$ cat config.mk
export PLATFORM = sky130hd
export DESIGN_NAME = radio_packet_base_word_a_config
export DESIGN_NICKNAME = d
export VERILOG_FILES = /design/src/hw/radio_cfg_pkg.sv /design/src/hw/radio_packet_base_word_a_config.sv
export VERILOG_INCLUDE_DIRS = /design/src /design/src/hw
export SDC_FILE = /design/constraint.sdc
export NUM_CORES = 1
export LEC_CHECK = 0
export ABC_CLOCK_PERIOD_IN_PS = 6100
export BUFFER_PORTS_ARGS = -buffer_cell sky130_fd_sc_hd__buf_2
export CAP_MARGIN = 20
export CORE_MARGIN = 2
export CORE_UTILIZATION = 45
export CTS_CLUSTER_SIZE = 24
export DETAILED_ROUTE_END_ITERATION = 10
export GPL_ROUTABILITY_DRIVEN = 0
export GPL_TIMING_DRIVEN = 0
export PLACE_DENSITY = 0.76
export SLEW_MARGIN = 20
export SYNTH_ARGS = -nofsm -noshare
export SYNTH_HDL_FRONTEND = slang
export SYNTH_SLANG_ARGS = --single-unit
export TNS_END_PERCENT = 5
$ cat constraint.sdc
create_clock -name pclk -period 6.1 [get_ports pclk]
set_clock_uncertainty 0.2 [all_clocks]
set_input_delay 1.525 -clock pclk [delete_from_list [all_inputs] [get_ports pclk]]
set_output_delay 1.525 -clock pclk [all_outputs]
set_load 0.05 [all_outputs]
$ cat src/hw/radio_cfg_defines.svh
// Register indices, field positions, reset values and masks
`ifndef RADIO_CFG_DEFINES_SVH
`define RADIO_CFG_DEFINES_SVH
`define IDX_LEN_LIMIT   16'hdf02
`define IDX_FILT_CTRL   16'hdf03
`define IDX_CTRL_B      16'hdf04
`define IDX_DEV_ADDR    16'hdf05
`define IDX_CHANNEL_INDEX        16'hdf06
`define IDX_IF_CTRL     16'hdf07
`define IDX_OFS_CTRL    16'hdf08
`define IDX_BASE_WORD_A_HI     16'hdf09
`define IDX_BASE_WORD_A_MID    16'hdf0a
`define IDX_BASE_WORD_A_LO     16'hdf0b
`define IDX_SPACING     16'hdf40
`define BIT_WHITEN      6
`define BIT_FMT_HI      5
`define BIT_FMT_LO      4
`define BIT_LEGACY      3
`define BIT_CRC         2
`define BIT_LEN_HI      1
`define BIT_LEN_LO      0
`define RST_CTRL_B      8'h45
`define RST_DEV_ADDR    8'h00
`define RST_CHANNEL_INDEX        8'h00
`define RST_IF_CTRL     8'h0f
`define RST_OFS_CTRL    8'h00
`define RST_BASE_WORD_A_HI     6'h1e
`define RST_BASE_WORD_A_MID    8'hc4
`define RST_BASE_WORD_A_LO     8'hec
`define RST_LEN_LIMIT   8'hff
`define RST_FILT_CTRL   2'h0
`define RST_SPACING     8'h00
`define MASK_CTRL_B     8'h7f
`define MASK_IF_CTRL    8'h3f
`define BASE_WORD_A_TOP        2'h1
`define OFS_SHIFT       2
`define IF_SHIFT        6
`define PN9_SEED        9'h1ff
`endif

$ cat src/hw/radio_cfg_pkg.sv
// Types for the packet and synthesizer configuration block
package radio_cfg_pkg;
   typedef enum logic [1:0] {
      LEN_FIXED = 2'h0, LEN_VAR = 2'h1, LEN_RSV2 = 2'h2, LEN_RSV3 = 2'h3
   } len_cfg_e;
   typedef enum logic [1:0] {
      FMT_NORMAL = 2'h0, FMT_RSV1 = 2'h1, FMT_PN9 = 2'h2, FMT_RSV3 = 2'h3
   } pkt_fmt_e;
   typedef enum logic [1:0] {
      ACHK_NONE = 2'h0, ACHK_PLAIN = 2'h1, ACHK_BC0 = 2'h2, ACHK_BC0FF = 2'h3
   } addr_chk_e;
   typedef struct packed {
      logic       whiten_on;
      logic       legacy_crc;
      logic       crc_tx_append;
      logic       crc_rx_check;
      logic       tx_pn9;
      logic       fmt_reserved;
      logic       fixed_len;
      logic       var_len;
      logic       len_reserved;
      logic [7:0] len_limit;
   } pkt_cfg_s;
   typedef struct packed {
      logic [23:0] synth_word;
      logic [4:0]  mixer_if;
   } synth_cfg_s;
endpackage

$ cat src/hw/radio_packet_base_word_a_config.sv
// APB register block for packet engine and synthesizer settings
//
// The APB interface to the registers was chosen for this implementation.
`timescale 1ns/10ps
`include "radio_cfg_defines.svh"
module radio_packet_base_word_a_config
   import radio_cfg_pkg::*;
#(
   parameter int AW = 18
) (
   input  wire logic          pclk,
   input  wire logic          presetn,
   input  wire logic          psel,
   input  wire logic          penable,
   input  wire logic          pwrite,
   input  wire logic [AW-1:0] paddr,
   input  wire logic [31:0]   pwdata,
   output logic [31:0]        prdata,
   output logic               pready,
   output logic               pslverr,
   input  wire logic          rx_mode,
   input  wire logic          tx_bit_strobe,
   input  wire logic          rx_addr_strobe,
   input  wire logic [7:0]    rx_addr_byte,
   output pkt_cfg_s           pkt_cfg,
   output synth_cfg_s         synth_cfg,
   output logic               pn9_bit,
   output logic               addr_accept,
   output logic               addr_valid
);

   logic [7:0]  ctrl_b_r;
   logic [7:0]  dev_addr_r;
   logic [7:0]  channel_index_r;
   logic [7:0]  if_ctrl_r;
   logic [7:0]  ofs_r;
   logic [5:0]  base_word_a_hi_r;
   logic [7:0]  base_word_a_mid_r;
   logic [7:0]  base_word_a_lo_r;
   logic [7:0]  len_limit_r;
   logic [1:0]  filt_ctrl_r;
   logic [7:0]  spacing_r;
   logic [31:0] prdata_r;
   logic        pready_r;
   logic        pslverr_r;
   pkt_cfg_s    pkt_cfg_r;
   synth_cfg_s  synth_r;
   logic [8:0]  lfsr_r;
   logic        pn9_r;
   logic        accept_r;
   logic        valid_r;
   logic [15:0] idx;
   logic        hit;
   logic        wr_en;
   logic [7:0]  wd;
   logic [7:0]  rd_nxt;
   logic [23:0] base_w;
   logic [23:0] tune_w;
   logic [23:0] synth_nxt;
   logic [15:0] channel_index_prod;

   function automatic logic reg_hit(input logic [15:0] i);
      case (i)
         `IDX_LEN_LIMIT, `IDX_FILT_CTRL, `IDX_CTRL_B, `IDX_DEV_ADDR,
         `IDX_CHANNEL_INDEX, `IDX_IF_CTRL, `IDX_OFS_CTRL, `IDX_BASE_WORD_A_HI,
         `IDX_BASE_WORD_A_MID, `IDX_BASE_WORD_A_LO, `IDX_SPACING: reg_hit = 1'b1;
         default: reg_hit = 1'b0;
      endcase
   endfunction

   function automatic logic addr_match(input logic [1:0] mode,
                                       input logic [7:0] dev,
                                       input logic [7:0] b);
      case (mode)
         ACHK_NONE:  addr_match = 1'b1;
         ACHK_PLAIN: addr_match = (b == dev);
         ACHK_BC0:   addr_match = (b == dev) || (b == 8'h00);
         ACHK_BC0FF: addr_match = (b == dev) || (b == 8'h00) || (b == 8'hff);
         default:    addr_match = 1'b0;
      endcase
   endfunction

   assign idx   = paddr[17:2];
   assign hit   = reg_hit(idx);
   assign wd    = pwdata[7:0];
   assign wr_en = psel && penable && pready_r && pwrite && hit;

   // Register read mux; unused bits read zero, except bits 7:6 of IDX_BASE_WORD_A_HI, which read 01
   always_comb begin
      case (idx)
         `IDX_LEN_LIMIT: rd_nxt = len_limit_r;
         `IDX_FILT_CTRL: rd_nxt = {6'h00, filt_ctrl_r};
         `IDX_CTRL_B:    rd_nxt = ctrl_b_r;
         `IDX_DEV_ADDR:  rd_nxt = dev_addr_r;
         `IDX_CHANNEL_INDEX:      rd_nxt = channel_index_r;
         `IDX_IF_CTRL:   rd_nxt = if_ctrl_r;
         `IDX_OFS_CTRL:  rd_nxt = ofs_r;
         `IDX_BASE_WORD_A_HI:   rd_nxt = {`BASE_WORD_A_TOP, base_word_a_hi_r};
         `IDX_BASE_WORD_A_MID:  rd_nxt = base_word_a_mid_r;
         `IDX_BASE_WORD_A_LO:   rd_nxt = base_word_a_lo_r;
         `IDX_SPACING:   rd_nxt = spacing_r;
         default:        rd_nxt = 8'h00;
      endcase
   end

   // APB answer: ready in the first access cycle
   always_ff @(posedge pclk or negedge presetn) begin
      if (!presetn) begin
         pready_r  <= 1'b0;
         pslverr_r <= 1'b0;
         prdata_r  <= 32'h0000_0000;
      end else begin
         pready_r  <= psel && !penable;
         pslverr_r <= psel && !penable && !hit;
         if (psel && !penable && !pwrite) begin
            prdata_r <= {24'h00_0000, rd_nxt};
         end
      end
   end

   // Packet control registers
   always_ff @(posedge pclk or negedge presetn) begin
      if (!presetn) begin
         ctrl_b_r    <= `RST_CTRL_B;
         dev_addr_r  <= `RST_DEV_ADDR;
         len_limit_r <= `RST_LEN_LIMIT;
         filt_ctrl_r <= `RST_FILT_CTRL;
      end else if (wr_en) begin
         case (idx)
            `IDX_CTRL_B:    ctrl_b_r <= wd & `MASK_CTRL_B;
            `IDX_DEV_ADDR:  dev_addr_r <= wd;
            `IDX_LEN_LIMIT: len_limit_r <= wd;
            `IDX_FILT_CTRL: filt_ctrl_r <= wd[1:0];
            default: ;
         endcase
      end
   end

   // Frequency registers
   always_ff @(posedge pclk or negedge presetn) begin
      if (!presetn) begin
         channel_index_r     <= `RST_CHANNEL_INDEX;
         if_ctrl_r  <= `RST_IF_CTRL;
         ofs_r      <= `RST_OFS_CTRL;
         base_word_a_hi_r  <= `RST_BASE_WORD_A_HI;
         base_word_a_mid_r <= `RST_BASE_WORD_A_MID;
         base_word_a_lo_r  <= `RST_BASE_WORD_A_LO;
         spacing_r  <= `RST_SPACING;
      end else if (wr_en) begin
         case (idx)
            `IDX_CHANNEL_INDEX:     channel_index_r <= wd;
            `IDX_IF_CTRL:  if_ctrl_r <= wd & `MASK_IF_CTRL;
            `IDX_OFS_CTRL: ofs_r <= wd;
            `IDX_BASE_WORD_A_HI:  base_word_a_hi_r <= wd[5:0];
            `IDX_BASE_WORD_A_MID: base_word_a_mid_r <= wd;
            `IDX_BASE_WORD_A_LO:  base_word_a_lo_r <= wd;
            `IDX_SPACING:  spacing_r <= wd;
            default: ;
         endcase
      end
   end

   // Decoded packet engine settings
   always_ff @(posedge pclk or negedge presetn) begin
      if (!presetn) begin
         pkt_cfg_r <= '0;
      end else begin
         pkt_cfg_r.whiten_on <= ctrl_b_r[`BIT_WHITEN] && !ctrl_b_r[`BIT_LEGACY];
         pkt_cfg_r.legacy_crc <= ctrl_b_r[`BIT_LEGACY];
         pkt_cfg_r.crc_tx_append <= ctrl_b_r[`BIT_CRC];
         pkt_cfg_r.crc_rx_check <= ctrl_b_r[`BIT_CRC];
         pkt_cfg_r.tx_pn9 <= ctrl_b_r[`BIT_FMT_HI:`BIT_FMT_LO] == FMT_PN9;
         pkt_cfg_r.fmt_reserved <= ctrl_b_r[`BIT_FMT_LO];
         pkt_cfg_r.fixed_len <= ctrl_b_r[`BIT_LEN_HI:`BIT_LEN_LO] == LEN_FIXED;
         pkt_cfg_r.var_len <= ctrl_b_r[`BIT_LEN_HI:`BIT_LEN_LO] == LEN_VAR;
         pkt_cfg_r.len_reserved <= ctrl_b_r[`BIT_LEN_HI];
         pkt_cfg_r.len_limit <= len_limit_r;
      end
   end

   // Synthesizer word, all terms in base-word steps
   assign base_w = {`BASE_WORD_A_TOP, base_word_a_hi_r, base_word_a_mid_r, base_word_a_lo_r};
   // Full-width channel term; an 8-bit product would wrap
   assign channel_index_prod = 16'(channel_index_r) * 16'(spacing_r);
   assign tune_w = base_w
                 + {{14{ofs_r[7]}}, ofs_r, 2'b00}
                 + {8'h00, channel_index_prod};
   assign synth_nxt = rx_mode ? tune_w - {13'h0000, if_ctrl_r[4:0], 6'h00} : tune_w;

   always_ff @(posedge pclk or negedge presetn) begin
      if (!presetn) begin
         synth_r <= '0;
      end else begin
         synth_r.synth_word <= synth_nxt;
         synth_r.mixer_if   <= if_ctrl_r[4:0];
      end
   end

   // PN9 source for random TX, restarts when mode is left
   always_ff @(posedge pclk or negedge presetn) begin
      if (!presetn) begin
         lfsr_r <= `PN9_SEED;
         pn9_r  <= 1'b0;
      end else if (!pkt_cfg_r.tx_pn9) begin
         lfsr_r <= `PN9_SEED;
         pn9_r  <= 1'b0;
      end else if (tx_bit_strobe) begin
         lfsr_r <= {lfsr_r[7:0], lfsr_r[8] ^ lfsr_r[4]};
         pn9_r  <= lfsr_r[8];
      end
   end

   // Received address filtering
   always_ff @(posedge pclk or negedge presetn) begin
      if (!presetn) begin
         accept_r <= 1'b0;
         valid_r  <= 1'b0;
      end else begin
         valid_r <= rx_addr_strobe;
         if (rx_addr_strobe) begin
            accept_r <= addr_match(filt_ctrl_r, dev_addr_r, rx_addr_byte);
         end
      end
   end

   assign prdata      = prdata_r;
   assign pready      = pready_r;
   assign pslverr     = pslverr_r;
   assign pkt_cfg     = pkt_cfg_r;
   assign synth_cfg   = synth_r;
   assign pn9_bit     = pn9_r;
   assign addr_accept = accept_r;
   assign addr_valid  = valid_r;
endmodule // radio_packet_base_word_a_config

======== Word-level counts from Yosys, hierarchy flattened ========
Cells that the tools add are included.
operators by class
  add/subtract/negate cells ............... 3
  multipliers ............................. 1
  equal/unequal tests ..................... 19
  mux-type cells .......................... 8
  bitwise logic cells ..................... 1
  reductions and logical operators ........ 29
operators by type and width
  operator                count
  $eq A16 B16 Y1 const B  11
  $pmux W8 S11            1
  $add A23 B24 Y24        1
  $add A24 B16 Y24        1
  $mux W24                1
  $sub A24 B11 Y24        1
  $reduce_and A2 Y1       11
  $mux W9                 2
  $mul A8 B8 Y16          1
  $reduce_or A11 Y1       1
  $eq A8 B8 Y1            1
  $eq A8 B8 Y1 const B    1
  $logic_and A1 B1 Y1     8
  $logic_not A8 Y1        1
  $eq A2 B2 Y1 const B    3
  $eq A2 B1 Y1 const B    2
  $logic_not A1 Y1        4
  $logic_not A2 Y1        2
  $pmux W1 S4             1
  $mux W1                 3
  $logic_or A1 B1 Y1      2
  $ne A2 B2 Y1 const B    1
  $xor A1 B1 Y1           1
storage, ports and cells
  bits in registers ....................... 144
  input port bits ......................... 66
  output and inout port bits .............. 83
  word-level logic and storage cells ...... 90

======== Depth between registers and ports, before layout ========
  word-level depth ........................ 5
  depth in mapped cells ................... 26
  mapped depth without buffers ............ 25

======== Least setup slack after synthesis ========
No wires, ideal clock.
  path type ............................... flip-flop to flip-flop
  start ................................... reg channel_index_r[0]
  end ..................................... reg synth_r (netlist bit synth_cfg[27])
  library setup time ...................... 129 ps
  data arrival time ....................... 5,759 ps
  required time ........................... 5,771 ps
  slack ................................... 13 ps
  stages on the path, launching flop included .. 24
  path buffers ............................ 1
  clock period less this slack ............ 6,087 ps
  cells stage by stage .................... dfrtp_1 clkbuf_1 nand2_1 fa_1 fa_1 inv_1 fa_1 fa_1 inv_1 fa_1 inv_1 ha_1 a21oi_1 o21ai_0 xnor2_1 ha_1 nand2_1 nand2_1 a21oi_1 nand2b_1 nand4_1 or3_1 nand4b_1 xnor2_1
on the way
  word-level cells in the longest chain between the ends .. 4
RTL lines
  element                 line                                    RTL
  from (decl)             radio_packet_base_word_a_config.sv:34   logic [7:0] channel_index_r;
  from (signal assigned)  radio_packet_base_word_a_config.sv:142  channel_index_r <= `RST_CHANNEL_INDEX;
  from (signal assigned)  radio_packet_base_word_a_config.sv:151  `IDX_CHANNEL_INDEX: channel_index_r <= wd;
  $mul A8 B8 Y16 (*)      radio_packet_base_word_a_config.sv:184  assign channel_index_prod = 16'(channel_index_r) * 16'(spacing_r);
  $add A24 B16 Y24 (*)    radio_packet_base_word_a_config.sv:187  + {8'h00, channel_index_prod};
  $sub A24 B11 Y24        radio_packet_base_word_a_config.sv:188  assign synth_nxt = rx_mode ? tune_w - {13'h0000, if_ctrl_r[4:0], 6'h00} : tune_w;
  $mux W24 (*)            radio_packet_base_word_a_config.sv:188
  via synth_nxt[22]       radio_packet_base_word_a_config.sv:59   logic [23:0] synth_nxt;
  to (decl)               radio_packet_base_word_a_config.sv:47   synth_cfg_s synth_r;
Mark *: on every way through the listed nets, which the timed path passes. The rest lies on a longest branch.
A chain may end at the register's enable or synchronous reset.

======== Worst setup path after layout ========
  start ................................... reg channel_index_r[3]
  end ..................................... reg synth_r (netlist bit synth_cfg[27])
The elaborated chain is that of the path after synthesis.

==> summary.md <==
| Metric | Value |
|---|---|
| Arrival time at the worst endpoint | 6300 ps |
| Largest area contributor in the synthesized netlist | dfrtp_1 |
| Setup repair after global routing missed its margin | true |
| Wirelength per Cell | 18.08 um |
| Yosys warns | 0 |
| Most frequent standard cell in the layout excluding fill and tap cells | inv_1 |
| Maximum number of buffers from clock root to sink | 2 |
| Type of destination of the critical path | flip-flop |
| Fill cell instance count of the final layout | 1749 |
| Delay of the slowest critical-path stage | 560 ps |
| Clock sink total | 144 |
| Clock latency on the worst-skew pair | 430 ps |
| Maximum achievable frequency | 0.1613 GHz |
| Area added between synthesis and finish | 22.48% |
| Period Utilization, post-route | 101.7% |
| Violated checks | setup timing |
| Detailed-routing iteration count for the pre-antenna-repair pass | 5 |
| Post-Synth XOR/XNOR Area | 2.974% |
| Starting utilization of the core area | 45.88% |
| Gate count of the mapped netlist | 945 |
| Portion of total power attributed to sequential cells | 43.7% |
| Fraction of layout instances using a drive strength above 1 | 36.31% |
| Dominant combinational cell family by area after synthesis | adder cells |
| Width of the chip | 153.2 um |
| Global Route met1 Usage | 27.89% |
| Row count | 54 |
| Number of enable flip-flop cells after synthesis | 0 |
| Post-Route Setup TNS | -159.8 ps |
| Max-cap violations | 0 |
| Count of cell types in the netlist | 67 |
| Sequential-to-total area share from yosys stat | 36.44% |
| Post-Place Setup Slack | -754.8 ps |
| Type of the most critical hold path | flip-flop to flip-flop |
| Category of the most critical setup path | flip-flop to flip-flop |
| Post-Synth Simple-Gate Area | 12.75% |
| Period minus WS final | 6201 ps |
| Static leakage | 6.238 nW |
| Remaining global-route overflow | 0 |
| Via density per instance | 5.438 |
| Pin count of the biggest net entering global routing | 77 |
| Internal power summed over all cells | 1.651 mW |
| Synth Area in Adders | 20.12% |
| Vias in the first global route | 7892 |
| Gate power share | 7.3% |
| CTS tree | done |
| Run status | finished with violations |
| All-layer global routing usage | 22.03% |
| Count of input and output buffers | 90 |
| Switching pwr | 0.5678 mW |
| Power density of the placed cells | 180.9 mW/mm^2 |
| Flip-flop cell with the highest count after synthesis | dfrtp_1 |
| Mean instance size in the synthesized netlist | 10.59 sq um |
| # placed instances | 1340 |
| Worst IR drop on VDD | 0.1684 mV |
| Final number of hold-violating endpoints | 0 |
| Die Ht | 153.2 um |
| Cell at the slowest stage of the critical path | fa_1 |
| Worst setup slack after layout | -101.2 ps |
| Startpoint of the lowest-slack hold path | len_limit_r[6]$_DFFE_PN1P_ |
| CTS clk-pin slew, worst paths | 60 ps |
| Beginning of the critical path | channel_index_r[3]$_DFFE_PN0P_ |
| Clock Root Buffer | clkbuf_16 |
| Clock network power share | 49.0% |
| FF-to-FF Start | channel_index_r[3]$_DFFE_PN0P_ |
| Flip-flop and latch count after synthesis | 144 |
| Placed wire-length estimate | 17890 um |
| GR met2 Demand/Resource | 37.24% |
| Switching part of the total power | 25.59% |
| Via total after detailed routing | 7678 |
| Area contributors post-synth | dfrtp_1 27%, fa_1 13%, dfstp_2 9.4% |
| Slew at the pin with the worst max-slew slack | 973.3 ps |
| Total of hold buffers inserted after clock tree synthesis | 0 |
| GR peak layer | met2 |
| Top-Level Pins | 149 |
| Fraction of synthesized area in multiplexers | 9.310% |
| Fraction of registers with async set or reset after synthesis | 100.0% |
| Layout Nets | 1307 |
| Maximum level of the CTS H-tree | 4 |
| Die area | 0.02346 sq mm |
| Final Routed Wirelength | 25530 um |
| Post-synthesis compound-gate area fraction | 9.460% |
| Global-route wire length before repair | 40990 um |
| Count of inserted antenna diode cells | 0 |
| Portion of synthesized cell area occupied by the leading cell type | 26.99% |
| Cts bufs inserted | 17 |
| CP startpoint kind | flip-flop |
| Max-slew headroom at the worst pin | 34.57% |
| Top delay family on crit path | adder cells |
| Post-detailed-route DRC marker count | 0 |
| Highest-count cells in the layout ignoring fill and taps | 138 x inv_1, 92 x buf_2, 92 x dfrtp_1 |
| Number of standard cells in the final layout excluding fillers | 1412 |
| Global Route met3 Usage | 4.168% |
| Data required, critical path | 6200 ps |
| Buffering stage count on the worst path with inverters included | 5 |
| Core ar. | 0.02182 sq mm |
| Final setup vio count | 2 |
| Iteration-0 DRC count of the detailed router | 617 |
| Post-synthesis instance area | 0.01001 sq mm |
| Number of antenna violations at the first check in global routing | 0 |
| CP max FO | 8 |
| Final slew viol count | 0 |
| ANT nets after route | 0 |
-- layer usage --
metal | vias up | wire [um] | share of wire [%]
met5 | - | 0 | 0
li1 | 3476 | - | -
met2 | 325 | 12930 | 51
met4 | 0 | 783 | 3.1
met3 | 53 | 1955 | 7.7
met1 | 3824 | 9861 | 39
-- timing repair --
action / in CTS / in global routing
endpoints found under the setup margin: 12 / 13
resized for setup: 61 / 28
pin swaps: 32 / 32
setup buffers: 38 / 19
endpoints found under the hold margin: 0 / 0
-- flip-flops by register name, summed over array words and instances, names as in the netlist --
| register | flops |
|---|---|
| pslverr | 1 |
| ctrl_b_r | 7 |
| spacing_r | 8 |
| pn9_bit | 1 |
| base_word_a_hi_r | 6 |
| ofs_r | 8 |
| base_word_a_mid_r | 8 |
| dev_addr_r | 8 |
| filt_ctrl_r | 2 |
| prdata | 8 |
| pkt_cfg | 16 |
| if_ctrl_r | 6 |
| lfsr_r | 9 |
| pready | 1 |
| len_limit_r | 8 |
| addr_accept | 1 |
| addr_valid | 1 |
| synth_cfg | 29 |
| channel_index_r | 8 |
| base_word_a_lo_r | 8 |
-- final timing paths --
kind | endpoint | slack (ps) | cells past startpoint
worst max-delay path | synth_cfg[27]$_DFF_PN0_ | -100 | 25
max in group asynchronous | len_limit_r[3]$_DFFE_PN1P_ | 4070 | 2
min in group asynchronous | addr_valid$_DFF_PN0_ | 860 | 1
worst min-delay path | pkt_cfg[6]$_DFF_PN0_ | 210 | 0
worst max register to register | synth_cfg[27]$_DFF_PN0_ | -100 | 25
worst min register to register | pkt_cfg[6]$_DFF_PN0_ | 210 | 0
-- through the flow --
stage               utilization, %  instance area [sq um]  power, mW  hold WS [ps]
finish                       56.19                  12260      2.219         211.9
global route                 56.19                  12260      2.275         216.6
CTS                          55.13                  12030      2.223         212.7
detailed placement           50.17                  10950      1.144         201.5
global placement             49.94                  10900      1.140         202.0
floorplan                        -                  10100      1.087         174.2
-- final cells by class --
type	instances	area, sq um	share of cell area (%)
Clock inverter	11	141.4	1.153
Multi-Input combinational cell	616	5856	47.75
Buffer	46	284.0	2.316
Timing Repair Buffer	149	948.4	7.734
Sequential cell	144	3669	29.92
Clock buffer	21	470.5	3.836
Inverter	145	544.3	4.438
Tap cell	280	350.3	2.857
-- power by group through the flow --
stage	clock [mW]	sequential (mW)	combinational (mW)
after floorplan	0	1.01	0.0730
after global placement	0	0.986	0.154
after detailed placement	0	0.986	0.159
after CTS	1.09	0.969	0.161
after global routing	1.13	0.969	0.172
final	1.09	0.970	0.162
-- cells by family after synthesis --
group,count (synthesis)
multiplexers,84
XOR/XNOR,34
AO/OA/AOI/OAI,132
adder cells (fa/ha/maj),122
other,1
buffers and inverters,208
AND/OR/NAND/NOR,220
flip-flops,144
-- cells in the mapped netlist, types with 8 or more instances --
cell type and count:
mux2_2 73, o21ai_0 21, a21oi_1 23, clkbuf_1 32, a22o_1 10, nand2b_1 8
nand2_1 71, fa_1 65, a221oi_1 14, xor2_1 18, nor2_1 27, xnor2_1 16
mux2i_1 11, dfrtp_1 108, a22oi_1 8, a21o_1 8, and2_1 36, nor4_1 11
dfstp_2 36, nor3_1 9, inv_1 145, ha_1 57, buf_4 27
No activity file was read; power rests on OpenSTA's default activity.
